File: src/mul_div_sub_pkg.sv
// constants, types and register map of the signed multiply/divide/subtract unit
// assumes a single controller clock and word-addressed 16-bit data memory
package mul_div_sub_pkg;
   typedef enum logic [1:0] {OP_SUB, OP_MUL, OP_DIV} op_t;

   localparam int WORD_W = 16;
   localparam int DWORD_W = 32;
   localparam logic [3:0] OP_STEPS = 4'h7;

   localparam logic [15:0] ERR_RANGE = 16'h2003;
   localparam logic [15:0] ERR_DIV_ZERO = 16'h2012;
   localparam logic [15:0] ERR_NONE = 16'h0000;

   // register offsets on the register port
   localparam logic [7:0] REG_STATUS = 8'h00;
   localparam logic [7:0] REG_CLEAR = 8'h04;
   localparam logic [7:0] REG_ENABLE = 8'h08;
   localparam logic [7:0] REG_FLAGS = 8'h0c;
   localparam logic [7:0] REG_ERROR_CODE = 8'h10;

   // status/clear/enable layout
   localparam int EV_DONE = 0;
   localparam int EV_ERROR = 1;
   localparam int EV_W = 2;
   // flags register layout
   localparam int FLAG_ZERO = 0;
   localparam int FLAG_BORROW = 1;
   localparam int FLAG_ERROR = 2;

   localparam logic [EV_W-1:0] ENABLE_RESET = 2'h0;
   localparam logic [15:0] ERROR_CODE_RESET = 16'h0000;
endpackage

File: src/signed_divider.sv
// signed restoring divider, one quotient bit per clock
// assumes start is a one-cycle pulse given only while busy is low
`timescale 1ns/10ps
module signed_divider #(
   parameter int WIDTH = 32
) (
   input wire logic clock,
   input wire logic resetn,
   input wire logic start,
   input wire logic [WIDTH-1:0] dividend,
   input wire logic [WIDTH-1:0] divisor,
   output logic busy,
   output logic done,
   output logic [WIDTH-1:0] quotient,
   output logic [WIDTH-1:0] remainder
);
   localparam int CNT_W = $clog2(WIDTH + 1);

   generate
      if (WIDTH < 2) begin : g_check
         $error("divider width must be at least 2");
      end
   endgenerate

   function automatic logic [WIDTH-1:0] magnitude(input logic [WIDTH-1:0] v);
      magnitude = v[WIDTH-1] ? (~v + 1'b1) : v;
   endfunction

   logic [WIDTH:0] rem_ff;
   logic [WIDTH-1:0] quo_ff;
   logic [WIDTH-1:0] dsr_ff;
   logic [CNT_W-1:0] count_ff;
   logic quoNeg_ff;
   logic remNeg_ff;
   logic busy_ff;
   logic done_ff;
   logic [WIDTH-1:0] quotient_ff;
   logic [WIDTH-1:0] remainder_ff;

   wire [WIDTH:0] shifted = {rem_ff[WIDTH-1:0], quo_ff[WIDTH-1]};
   wire [WIDTH:0] trial = shifted - {1'b0, dsr_ff};
   wire fits = ~trial[WIDTH];
   wire [WIDTH:0] nxt_rem = fits ? trial : shifted;
   wire [WIDTH-1:0] nxt_quo = {quo_ff[WIDTH-2:0], fits};
   wire lastStep = busy_ff && (count_ff == CNT_W'(WIDTH - 1));
   // quotient truncates toward zero, remainder takes the dividend's sign
   wire [WIDTH-1:0] nxt_quotient = quoNeg_ff ? (~nxt_quo + 1'b1) : nxt_quo;
   wire [WIDTH-1:0] nxt_remainder = remNeg_ff ? (~nxt_rem[WIDTH-1:0] + 1'b1)
                                              : nxt_rem[WIDTH-1:0];

   always_ff @(posedge clock or negedge resetn) begin
      if (!resetn) begin
         rem_ff <= '0;
         quo_ff <= '0;
         dsr_ff <= '0;
         count_ff <= '0;
         quoNeg_ff <= 1'b0;
         remNeg_ff <= 1'b0;
         busy_ff <= 1'b0;
         done_ff <= 1'b0;
      end else if (start && !busy_ff) begin
         rem_ff <= '0;
         quo_ff <= magnitude(dividend);
         dsr_ff <= magnitude(divisor);
         count_ff <= '0;
         quoNeg_ff <= dividend[WIDTH-1] ^ divisor[WIDTH-1];
         remNeg_ff <= dividend[WIDTH-1];
         busy_ff <= 1'b1;
         done_ff <= 1'b0;
      end else begin
         rem_ff <= busy_ff ? nxt_rem : rem_ff;
         quo_ff <= busy_ff ? nxt_quo : quo_ff;
         count_ff <= busy_ff ? count_ff + 1'b1 : count_ff;
         busy_ff <= busy_ff && !lastStep;
         done_ff <= lastStep;
      end
   end

   always_ff @(posedge clock or negedge resetn) begin
      if (!resetn) begin
         quotient_ff <= '0;
         remainder_ff <= '0;
      end else if (lastStep) begin
         quotient_ff <= nxt_quotient;
         remainder_ff <= nxt_remainder;
      end
   end

   assign busy = busy_ff;
   assign done = done_ff;
   assign quotient = quotient_ff;
   assign remainder = remainder_ff;
endmodule

File: src/signed_mul_div_sub_unit.sv
// arithmetic execution unit: binary subtract, signed multiply, signed divide
// assumes the sequencer gives one-cycle start pulses only while busy is low,
// and writes the result words it is handed into its data memory
// limitation: a start while busy is dropped with no sign, and the range check
// guards every operation, so a short device range refuses long results too
`timescale 1ns/10ps
module signed_mul_div_sub_unit #(
   parameter int ADDR_W = 16,
   parameter int DEV_WORDS = 65536
) (
   input wire logic clock,
   input wire logic resetn,
   input wire logic start,
   input wire mul_div_sub_pkg::op_t opCode,
   input wire logic wideForm,
   input wire logic [31:0] operandA,
   input wire logic [31:0] operandB,
   input wire logic [ADDR_W-1:0] destBase,
   output logic busy,
   output logic resultValid,
   output logic [ADDR_W-1:0] resultAddr,
   output logic [2:0] resultWords,
   output logic [15:0] resultWord0,
   output logic [15:0] resultWord1,
   output logic [15:0] resultWord2,
   output logic [15:0] resultWord3,
   output logic [3:0] opSteps,
   output logic borrowFlag,
   output logic zeroFlag,
   output logic operationErrorFlag,
   output logic [15:0] errorCodeWord,
   input wire logic [7:0] regAddr,
   input wire logic [31:0] regWdata,
   input wire logic regWrite,
   input wire logic regRead,
   output logic [31:0] regRdata,
   output logic irq
);
   localparam int SPAN_W = ADDR_W + 2;

   generate
      if (ADDR_W < 1 || ADDR_W > 30 || DEV_WORDS < 4 || DEV_WORDS > (1 << ADDR_W)) begin : g_check
         $error("address width or device range not supported");
      end
   endgenerate

   typedef enum logic {ST_IDLE, ST_DIVIDE} state_t;

   // words written by each form: destination span used for the range check
   // a divide counts its quotient and its remainder words
   function automatic logic [2:0] wordsFor(input mul_div_sub_pkg::op_t op, input logic wide);
      logic [2:0] n;
      n = 3'h1;
      unique case (op)
         mul_div_sub_pkg::OP_SUB: n = wide ? 3'h2 : 3'h1;
         mul_div_sub_pkg::OP_MUL: n = wide ? 3'h4 : 3'h2;
         mul_div_sub_pkg::OP_DIV: n = wide ? 3'h4 : 3'h2;
         default: n = 3'h1;
      endcase
      return n;
   endfunction

   function automatic logic [31:0] signExtend(input logic [31:0] v, input logic wide);
      return wide ? v : {{16{v[15]}}, v[15:0]};
   endfunction

   // register decode is shared by the write side and the read side
   function automatic logic regHit(input logic [7:0] addr, input logic [7:0] offset);
      return addr == offset;
   endfunction

   // reset release through two flip-flops
   // so every register leaves reset on the same clock edge
   logic rstMeta_ff;
   logic rstSync_ff;
   always_ff @(posedge clock or negedge resetn) begin
      if (!resetn) begin
         rstMeta_ff <= 1'b0;
         rstSync_ff <= 1'b0;
      end else begin
         rstMeta_ff <= 1'b1;
         rstSync_ff <= rstMeta_ff;
      end
   end

   state_t state_ff;
   logic [ADDR_W-1:0] resultAddr_ff;
   logic [2:0] resultWords_ff;
   logic [15:0] resultWord_ff [4];
   logic resultValid_ff;

   // flags and error state seen by software
   logic borrow_ff;
   logic zero_ff;
   logic error_ff;
   logic [15:0] errorCode_ff;

   // divide bookkeeping and register file
   logic divWide_ff;
   logic [mul_div_sub_pkg::EV_W-1:0] status_ff;
   logic [mul_div_sub_pkg::EV_W-1:0] enable_ff;
   logic [31:0] regRdata_ff;

   wire idle = (state_ff == ST_IDLE);
   wire take = start && idle;

   // operand conditioning
   wire [31:0] srcA = signExtend(operandA, wideForm);
   wire [31:0] srcB = signExtend(operandB, wideForm);
   wire [2:0] needWords = wordsFor(opCode, wideForm);
   // one past the last word written; the extra bits keep the sum from wrapping
   wire [SPAN_W-1:0] spanEnd = SPAN_W'(destBase) + SPAN_W'(needWords);
   wire rangeBad = spanEnd > SPAN_W'(DEV_WORDS);
   wire divZero = wideForm ? (operandB == 32'h0) : (operandB[15:0] == 16'h0);

   // subtraction at the operand width; the borrow is the carry out of the wrap
   wire [32:0] wideDiff = {1'b0, operandA} - {1'b0, operandB};
   // narrow form: the borrow is an unsigned compare of the low words
   wire [16:0] narrowDiff = {1'b0, operandA[15:0]} - {1'b0, operandB[15:0]};
   wire [31:0] subResult = wideForm ? wideDiff[31:0] : {16'h0, narrowDiff[15:0]};
   wire subBorrow = wideForm ? wideDiff[32] : narrowDiff[16];
   wire subZero = wideForm ? (wideDiff[31:0] == 32'h0) : (narrowDiff[15:0] == 16'h0);

   // signed product; a 16x16 product fits 32 bits so its sign lands in bit 31
   wire signed [63:0] product = $signed(srcA) * $signed(srcB);
   wire [63:0] prodBits = product;
   wire prodSign = wideForm ? prodBits[63] : prodBits[31];

   // divider runs on sign-extended operands for both forms
   wire divStart = take && (opCode == mul_div_sub_pkg::OP_DIV) && !rangeBad && !divZero;
   wire divDone;
   wire [31:0] divQuot;
   wire [31:0] divRem;

   // narrow divides reuse the wide divider, so both forms take the same time
   signed_divider #(
      .WIDTH(32)
   ) u_divider (
      .clock(clock),
      .resetn(rstSync_ff),
      .start(divStart),
      .dividend(srcA),
      .divisor(srcB),
      .busy(),
      .done(divDone),
      .quotient(divQuot),
      .remainder(divRem)
   );

   // errors abort before any result; range is checked ahead of the divisor
   wire failRange = take && rangeBad;
   wire failDivZero = take && !rangeBad && (opCode == mul_div_sub_pkg::OP_DIV) && divZero;
   wire failAny = failRange || failDivZero;
   wire finishFast = take && !rangeBad && (opCode != mul_div_sub_pkg::OP_DIV);
   wire finishDiv = (state_ff == ST_DIVIDE) && divDone;
   wire finishAny = finishFast || finishDiv;

   // result words, lower word at the lower address
   logic [15:0] nxt_word [4];
   logic [2:0] nxt_words;
   always_comb begin
      nxt_words = needWords;
      nxt_word[0] = subResult[15:0];
      nxt_word[1] = subResult[31:16];
      nxt_word[2] = 16'h0;
      nxt_word[3] = 16'h0;
      // a finishing divide owns the words; the operand ports may hold a new request
      if (finishDiv) begin
         nxt_words = divWide_ff ? 3'h4 : 3'h2;
         if (divWide_ff) begin
            nxt_word[0] = divQuot[15:0];
            nxt_word[1] = divQuot[31:16];
            nxt_word[2] = divRem[15:0];
            nxt_word[3] = divRem[31:16];
         end else begin
            nxt_word[0] = divQuot[15:0];
            nxt_word[1] = divRem[15:0];
         end
      end else if (opCode == mul_div_sub_pkg::OP_MUL) begin
         nxt_word[0] = prodBits[15:0];
         nxt_word[1] = prodBits[31:16];
         nxt_word[2] = wideForm ? prodBits[47:32] : 16'h0;
         nxt_word[3] = wideForm ? {prodSign, prodBits[62:48]} : 16'h0;
      end
   end

   always_ff @(posedge clock or negedge rstSync_ff) begin
      if (!rstSync_ff) begin
         state_ff <= ST_IDLE;
         divWide_ff <= 1'b0;
      end else begin
         unique case (state_ff)
            ST_IDLE: begin
               if (divStart) begin
                  state_ff <= ST_DIVIDE;
                  divWide_ff <= wideForm;
               end
            end
            ST_DIVIDE: begin
               if (divDone) begin
                  state_ff <= ST_IDLE;
               end
            end
         endcase
      end
   end

   // words and valid update at completion; the address updates at the take edge
   always_ff @(posedge clock or negedge rstSync_ff) begin
      if (!rstSync_ff) begin
         resultAddr_ff <= '0;
         resultWords_ff <= 3'h0;
         resultValid_ff <= 1'b0;
         for (int i = 0; i < 4; i++) begin
            resultWord_ff[i] <= 16'h0;
         end
      end else begin
         resultValid_ff <= finishAny;
         // the address is caught at the take edge, since the sequencer
         // may move destBase while a divide runs
         if (take) begin
            resultAddr_ff <= destBase;
         end
         if (finishAny) begin
            resultWords_ff <= nxt_words;
            for (int i = 0; i < 4; i++) begin
               resultWord_ff[i] <= nxt_word[i];
            end
         end
      end
   end

   // register port decode
   // status is read-only: a write to its offset falls through every decode
   wire wrClear = regWrite && regHit(regAddr, mul_div_sub_pkg::REG_CLEAR);
   wire wrEnable = regWrite && regHit(regAddr, mul_div_sub_pkg::REG_ENABLE);
   wire wrFlags = regWrite && regHit(regAddr, mul_div_sub_pkg::REG_FLAGS);
   wire errClear = wrFlags && regWdata[mul_div_sub_pkg::FLAG_ERROR];
   wire [mul_div_sub_pkg::EV_W-1:0] events = {failAny, finishAny};
   wire [mul_div_sub_pkg::EV_W-1:0] clearBits =
      wrClear ? regWdata[mul_div_sub_pkg::EV_W-1:0] : '0;

   // subtraction flags change only with a completed subtraction
   always_ff @(posedge clock or negedge rstSync_ff) begin
      if (!rstSync_ff) begin
         borrow_ff <= 1'b0;
         zero_ff <= 1'b0;
      end else if (finishFast && (opCode == mul_div_sub_pkg::OP_SUB)) begin
         borrow_ff <= subBorrow;
         zero_ff <= subZero;
      end
   end

   // error flag is sticky; a new error wins over a clear in the same cycle
   always_ff @(posedge clock or negedge rstSync_ff) begin
      if (!rstSync_ff) begin
         error_ff <= 1'b0;
         errorCode_ff <= mul_div_sub_pkg::ERROR_CODE_RESET;
      end else begin
         error_ff <= failAny || (error_ff && !errClear);
         // range wins over a zero divisor when both are wrong
         if (failRange) begin
            errorCode_ff <= mul_div_sub_pkg::ERR_RANGE;
         end else if (failDivZero) begin
            errorCode_ff <= mul_div_sub_pkg::ERR_DIV_ZERO;
         end
      end
   end

   always_ff @(posedge clock or negedge rstSync_ff) begin
      if (!rstSync_ff) begin
         status_ff <= '0;
         enable_ff <= mul_div_sub_pkg::ENABLE_RESET;
      end else begin
         // set wins over clear, so an event in the clearing cycle is not lost
         status_ff <= events | (status_ff & ~clearBits);
         if (wrEnable) begin
            enable_ff <= regWdata[mul_div_sub_pkg::EV_W-1:0];
         end
      end
   end

   wire [31:0] flagsWord = {29'h0, error_ff, borrow_ff, zero_ff};
   wire [31:0] readMux =
      regHit(regAddr, mul_div_sub_pkg::REG_STATUS) ? {30'h0, status_ff} :
      regHit(regAddr, mul_div_sub_pkg::REG_ENABLE) ? {30'h0, enable_ff} :
      regHit(regAddr, mul_div_sub_pkg::REG_FLAGS) ? flagsWord :
      regHit(regAddr, mul_div_sub_pkg::REG_ERROR_CODE) ? {16'h0, errorCode_ff} :
      32'h0;

   // read data stand only in the cycle after the strobe
   // a quiet zero between reads lets the sequencer merge several ports
   always_ff @(posedge clock or negedge rstSync_ff) begin
      if (!rstSync_ff) begin
         regRdata_ff <= 32'h0;
      end else begin
         regRdata_ff <= regRead ? readMux : 32'h0;
      end
   end

   // operation side
   assign busy = !idle;
   assign resultValid = resultValid_ff;
   assign resultAddr = resultAddr_ff;
   assign resultWords = resultWords_ff;
   assign resultWord0 = resultWord_ff[0];
   assign resultWord1 = resultWord_ff[1];
   assign resultWord2 = resultWord_ff[2];
   assign resultWord3 = resultWord_ff[3];

   // fixed program length of every multiply and divide form
   assign opSteps = mul_div_sub_pkg::OP_STEPS;

   // flags and error reporting
   assign borrowFlag = borrow_ff;
   assign zeroFlag = zero_ff;
   assign operationErrorFlag = error_ff;
   assign errorCodeWord = errorCode_ff;

   // register port and interrupt
   assign regRdata = regRdata_ff;
   assign irq = |(status_ff & enable_ff);
endmodule

File: config.mk
export PLATFORM = sky130hd
export DESIGN_NAME = signed_mul_div_sub_unit
export DESIGN_NICKNAME = d
export VERILOG_FILES = /design/src/mul_div_sub_pkg.sv /design/src/signed_divider.sv /design/src/signed_mul_div_sub_unit.sv
export SDC_FILE = /design/constraint.sdc
export NUM_CORES = 2
export LEC_CHECK = 0
export ABC_AREA = 1
export BUFFER_PORTS_ARGS = -buffer_cell sky130_fd_sc_hd__buf_2
export CAP_MARGIN = 20
export CORE_MARGIN = 1.5
export CORE_UTILIZATION = 30
export CTS_CLUSTER_DIAMETER = 30
export DETAILED_ROUTE_END_ITERATION = 8
export GPL_TIMING_DRIVEN = 0
export PLACE_DENSITY = 0.57
export RECOVER_POWER = 100
export SETUP_SLACK_MARGIN = 0.05
export SLEW_MARGIN = 5
export SYNTH_ARGS = -nofsm -noshare
export SYNTH_HDL_FRONTEND = slang
export SYNTH_HIERARCHICAL = 1
export SYNTH_SLANG_ARGS = --single-unit
File: constraint.sdc
create_clock -name clock -period 22.8 [get_ports clock]
set_input_delay 4.56 -clock clock [delete_from_list [all_inputs] [get_ports clock]]
set_output_delay 4.56 -clock clock [all_outputs]
set_load 0.005 [all_outputs]
Yosys cells after proc, flatten, opt, wreduce, memory -nomap -nowiden
Index checks and enable logic that the tools add are counted.
{ "op_classes": {"n_mux": 41, "n_eq_ne": 8, "reduce_logical": 38, "order_cmp": 1, "n_addsub": 9, "n_mul": 1, "n_bitwise": 11} }
{ "op_table": {"columns": ["cell", "count"], "rows": [
  ["$mux W32", 13],
  ["$mux W16", 10],
  ["$add A32 B1 Y32 const B", 4],
  ["$mux W64", 2],
  ["$not A32 Y32", 4],
  ["$logic_not A32 Y1", 2],
  ["$mul A32 B32 Y64", 1],
  ["$sub A32 B32 Y33", 1],
  ["$sub A33 B32 Y33", 1],
  ["$logic_not A16 Y1", 2],
  ["$logic_and A1 B1 Y1", 19],
  ["$add A16 B3 Y17", 1],
  ["$gt A17 B17 Y1 const B", 1],
  ["$sub A16 B16 Y17", 1],
  ["$eq A8 B4 Y1 const B", 2],
  ["$mux W6", 2],
  ["$mux W3", 3],
  ["$eq A8 B3 Y1 const B", 1],
  ["$eq A8 B5 Y1 const B", 1],
  ["$logic_not A8 Y1", 1],
  ["$mux W1", 7],
  ["$add A6 B1 Y6 const B", 1],
  ["$eq A6 B5 Y1 const B", 1],
  ["$pmux W3 S2", 1],
  ["other kinds (16)", 27]
]} }
{ "totals": {"inputBits": 128, "elab_cells": 137, "ff_bits": 297} }

Longest topological paths before layout
{ "logic_depth": {"word_depth": 11, "ltp_mapped": 39, "ltp_nobuf": 36} }

Modules after synthesis
Netlist, hierarchy kept.
{ "by_module_without_submodules": {"columns": ["module", "area_per_inst_um2", "instances", "seq_area_each_um2", "cells_per_inst"], "rows": [
  ["signed_mul_div_sub_unit", 46204.3, 1, 2577.5, 6035],
  ["signed_divider", 12643.4, 1, 4254.1, 1860]
]} }

Worst setup path after synthesis
OpenSTA, ideal clock, no wires.
{ "synth_path": {"kind": "input-to-reg", "startpoint": "input port operandA[15]", "endpoint": "register resultWord_ff (netlist bit resultWord3[6])", "arrival_time_ns": 11.786, "t_required_ns": 22.679, "cell_stages": 33, "slack_ns": 10.892, "path_cell_list": "buf_2 -> inv_2 -> nor2_1 -> inv_1 -> nand2_1 -> inv_1 -> clkbuf_1 -> nor2_1 -> inv_1 -> fa_1 -> fa_1 -> inv_1 -> fa_1 -> fa_1 -> fa_1 -> fa_1 -> inv_1 -> fa_1 -> inv_1 -> fa_1 -> ha_1 -> nand2_1 -> nor2_1 -> inv_1 -> nor2_1 -> inv_1 -> nor2_1 -> and3_1 -> nand2_1 -> nand3_1 -> nand2_1 -> nand3_1 -> a21oi_1"} }
{ "synth_via": {"elab_chain_cells": 5} }
{ "synth_rtl": {"columns": ["item", "line", "source"], "rows": [
  ["start: declaration", "signed_mul_div_sub_unit.sv:16", "input wire logic [31:0] operandA,"],
  ["$mux W32", "signed_mul_div_sub_unit.sv:64", "return wide ? v : {{16{v[15]}}, v[15:0]};"],
  ["$mul A32 B32 Y64", "signed_mul_div_sub_unit.sv:125", "wire signed [63:0] product = $signed(srcA) * $signed(srcB);"],
  ["$mux W16", "signed_mul_div_sub_unit.sv:183", "nxt_word[3] = wideForm ? {prodSign, prodBits[62:48]} : 16'h0;"],
  ["$mux W64", "signed_mul_div_sub_unit.sv:179", "end else if (opCode == mul_div_sub_pkg::OP_MUL) begin"],
  ["$mux W64", "signed_mul_div_sub_unit.sv:168", "if (finishDiv) begin"],
  ["end signal: indexed assignment", "signed_mul_div_sub_unit.sv:227", "resultWord_ff[i] <= nxt_word[i];"],
  ["end: declaration", "signed_mul_div_sub_unit.sv:89", "logic [15:0] resultWord_ff [4];"]
]} }
Every way passes these cells.
A chain may end at the register's enable or synchronous reset.

Worst setup path after layout
{ "layout_path": {"startpoint": "input port wideForm", "endpoint": "register resultWord_ff (netlist bit resultWord1[14])"} }
{ "layout_via": {"word_cells_on_any_way": 15, "cone_classes": "add/sub: 1; mul: 1; order compare: 1; mux: 8; reduce/logical: 4"} }
{ "layout_rtl": {"columns": ["item", "line", "source"], "rows": [
  ["start: declaration", "signed_mul_div_sub_unit.sv:15", "input wire logic wideForm,"],
  ["$mux W32", "signed_mul_div_sub_unit.sv:64", null],
  ["named net srcB[18]", "signed_mul_div_sub_unit.sv:109", "wire [31:0] srcB = signExtend(operandB, wideForm);"],
  ["$mul A32 B32 Y64", "signed_mul_div_sub_unit.sv:125", null],
  ["$mux W64", "signed_mul_div_sub_unit.sv:179", null],
  ["$mux W64", "signed_mul_div_sub_unit.sv:168", null]
]} }
The timed path passes the listed nets, and every way through them passes these cells.

==> metrics.md <==
| Metric | Value |
|---|---|
| Status | `finished with violations` |
| Failing checks | `max-capacitance violations, max-slew violations` |
| # setup viols final | `0` |
| Asr flop ratio synth | `1.00` |
| Critical path's largest stage delay | `1.28 ns` |
| Post-synth EDFFs | `0` |
| Hold endpoint | `rstSync_ff` |
| HP Start | `rstMeta_ff` |
| GR Overflow Total | `0` |
| CP startpoint | `wideForm` |
| Post-DRT Antenna Nets | `0` |
| Initial antenna violation count | `8` |
| Top post-synthesis cells by area | `fa_1 37%, nand2_1 12%, inv_1 12%, dfrtp_1 12%, ha_1 5.8%` |
| Drt via density | `4.93` |
| Crit path time final | `14.94 ns` |
| Worst R2R Setup Slack | `15.39 ns` |
| Die Width | `446 um` |
| Total Wirelength | `260 mm` |
| Total number of vias | `53800` |
| Number of remaining DRC errors | `0` |
| Mapped Avg Cell Area | `7.45 um2` |
| Slew HR | `-1.43` |
| Post-synth top cells | `1939 x nand2_1, 1869 x inv_1, 1085 x fa_1` |
| TritonCTS clock tree | `built` |
| Fin Setup TNS | `0 ns` |
| Initial Util | `0.302` |
| Die Ht | `446 um` |
| Die Area | `0.199 mm2` |
| Final hold violation count | `0` |
| Nets | `9720` |
| Synth Flop Type | `dfrtp_1` |
| Skew-Pair Late Insertion Delay | `0.64 ns` |
| Hold Crit Class | `reg -> reg` |
| Clock buffer depth | `3` |
| Synth warn | `6` |
| TritonRoute pass-1 iters | `6` |
| Area Overhead vs Synth | `12.2%` |
| R2R Path End | `u_divider/dsr_ff[17]` |
| Per-cell routed wire length | `23.8 um` |
| Syn Inst Count | `7895` |
| Clock-pin slew on the worst setup and hold paths | `0.05 ns` |
| CP most frequent cell | `fa_1` |
| Post-CTS Resized | `0` |
| Min-Delay Path Depth | `0` |
| Largest net degree at the start of global routing | `67` |
| Critical Path End Type | `flip-flop` |
| GRT Util Overall | `0.262` |
| Core area | `0.195 mm2` |
| Clock Skew | `0.0439 ns` |
| Clock buffer count from CTS | `78` |
| Ratio of cells with drive above 1 in the final layout | `0.0545` |
| Worst-path fanout max | `12` |
| Critical setup path kind | `in -> reg` |
| Initial drt markers | `5180` |
| Detailed Place HPWL | `223 mm` |
| Vias in the first global route | `55700` |
| RSZ-0062 raised after global routing | `false` |
| FF-to-FF Start | `rstSync_ff` |
| Worst-Margin Slew | `3.64 ns` |
| Cell Area, Synth | `0.0588 mm2` |
| FF-to-FF path depth | `2` |
| GPL Wtd Cong | `0.998` |
| CTS sink cnt | `273` |
| Sequential share of the synthesized area | `0.116` |
| Post-synth top area cell | `fa_1` |
| Fin crit share | `0.655` |
| Top-count cell post-synth | `nand2_1` |
| Max-cap viol count | `6` |
| Slew Limit Fails | `293` |
| Max Fclk | `66.9 MHz` |
| Hold_buf cts | `0` |
| Critical Path Source Type | `primary input` |
| Root buf cell | `clkbuf_16` |
| Post-CTS setup buffer count | `0` |
| #FFs+latches synth | `273` |
| # IOs | `269` |
| CP arrival | `15.50 ns` |
| First-pass GRT wire length | `378 mm` |
| CP Data Required Time | `23.36 ns` |
| CP max stage cell | `clkbuf_1` |
| Synth top area share | `0.369` |
| H-tree depth | `3` |
| Site Rows | `162` |
| Yosys cell types | `64` |
| I/O Buffers | `196` |
-- routing by layer --
layer / share of wire / up-vias / global-route usage
met3: 0.079 / 567 / 0.0416
met2: 0.46 / 2385 / 0.425
li1: - / 23900 / -
met1: 0.40 / 27000 / 0.336
met4: 0.063 / 4 / 0.136
met5: 0.00013 / - / 0
-- final cells by class --
| type | count | area, um2 |
|---|---|---|
| clock inverter | 45 | 703 |
| sequential | 273 | 6830 |
| fill | 21200 | 129000 |
| multi-input combinational | 5449 | 43300 |
| tap | 2624 | 3280 |
| timing repair buffer | 215 | 1100 |
| inverter | 1893 | 7110 |
| buffer | 322 | 1510 |
| antenna | 2 | 5.00 |
| clock buffer | 99 | 2130 |
-- flip-flops by register name, indices dropped and copies added, names as in the netlist, 5 cells and up --
signal,flops
u_divider/dsr_ff,32
u_divider/quo_ff,32
u_divider/quotient,32
u_divider/rem_ff,32
u_divider/remainder,32
resultAddr,16
resultWord0,16
resultWord1,16
resultWord2,16
resultWord3,16
u_divider/count_ff,6
regRdata,5
-- through the flow --
stage                util  worst slack, ns  area, um2  std cells  hold slack [ns]
floorplan               -            10.89      59000       7937            0.331
global placement    0.324             7.98      63300      10800            0.337
detailed placement  0.326             8.27      63600      10800            0.340
CTS                 0.341             8.90      66400      10900            0.360
global route        0.339             7.51      66000      10900            0.365
finish              0.339             7.86      66000      10900            0.361
-- how the worst max path moves through the flow --
stage	end	cells past startpoint
finish	resultWord1[14]	30
global route	resultWord3[15]	30
CTS	resultWord2[6]	32
detailed placement	resultWord2[6]	32
global placement	resultWord3[8]	29
floorplan	resultWord3[6]	33
-- critical path: cells and delay by family --
kind            cells  cell delay [ns]
fa+ha+maj           9             4.58
simple gates        8             1.55
buf+inv             8             3.05
compound gates      5             1.72
-- cell usage in the layout, fill, tap and decap left out, drive strengths merged, types with 33 or more instances in the layout --
cell type / count
inv: 1883
fa: 1085
clkinv: 33
nor2: 779
buf: 251
ha: 275
xor2: 79
a21oi: 205
nand2: 1990
nor3: 43
clkbuf: 385
dfrtp: 273
nand4: 56
conb: 44
xnor2: 56
nand3: 310
o21ai: 316
-- logic make-up after synthesis --
group	synth area share
AO/OA/AOI/OAI	0.0631
XOR/XNOR	0.0201
adder cells (fa/ha/maj)	0.428
buffers and inverters	0.147
flip-flops	0.116
other	0.000128
AND/OR/NAND/NOR	0.226
Power is not shown: default switching activity piles up to over one toggle a cycle in this logic, so the estimate is an artifact.
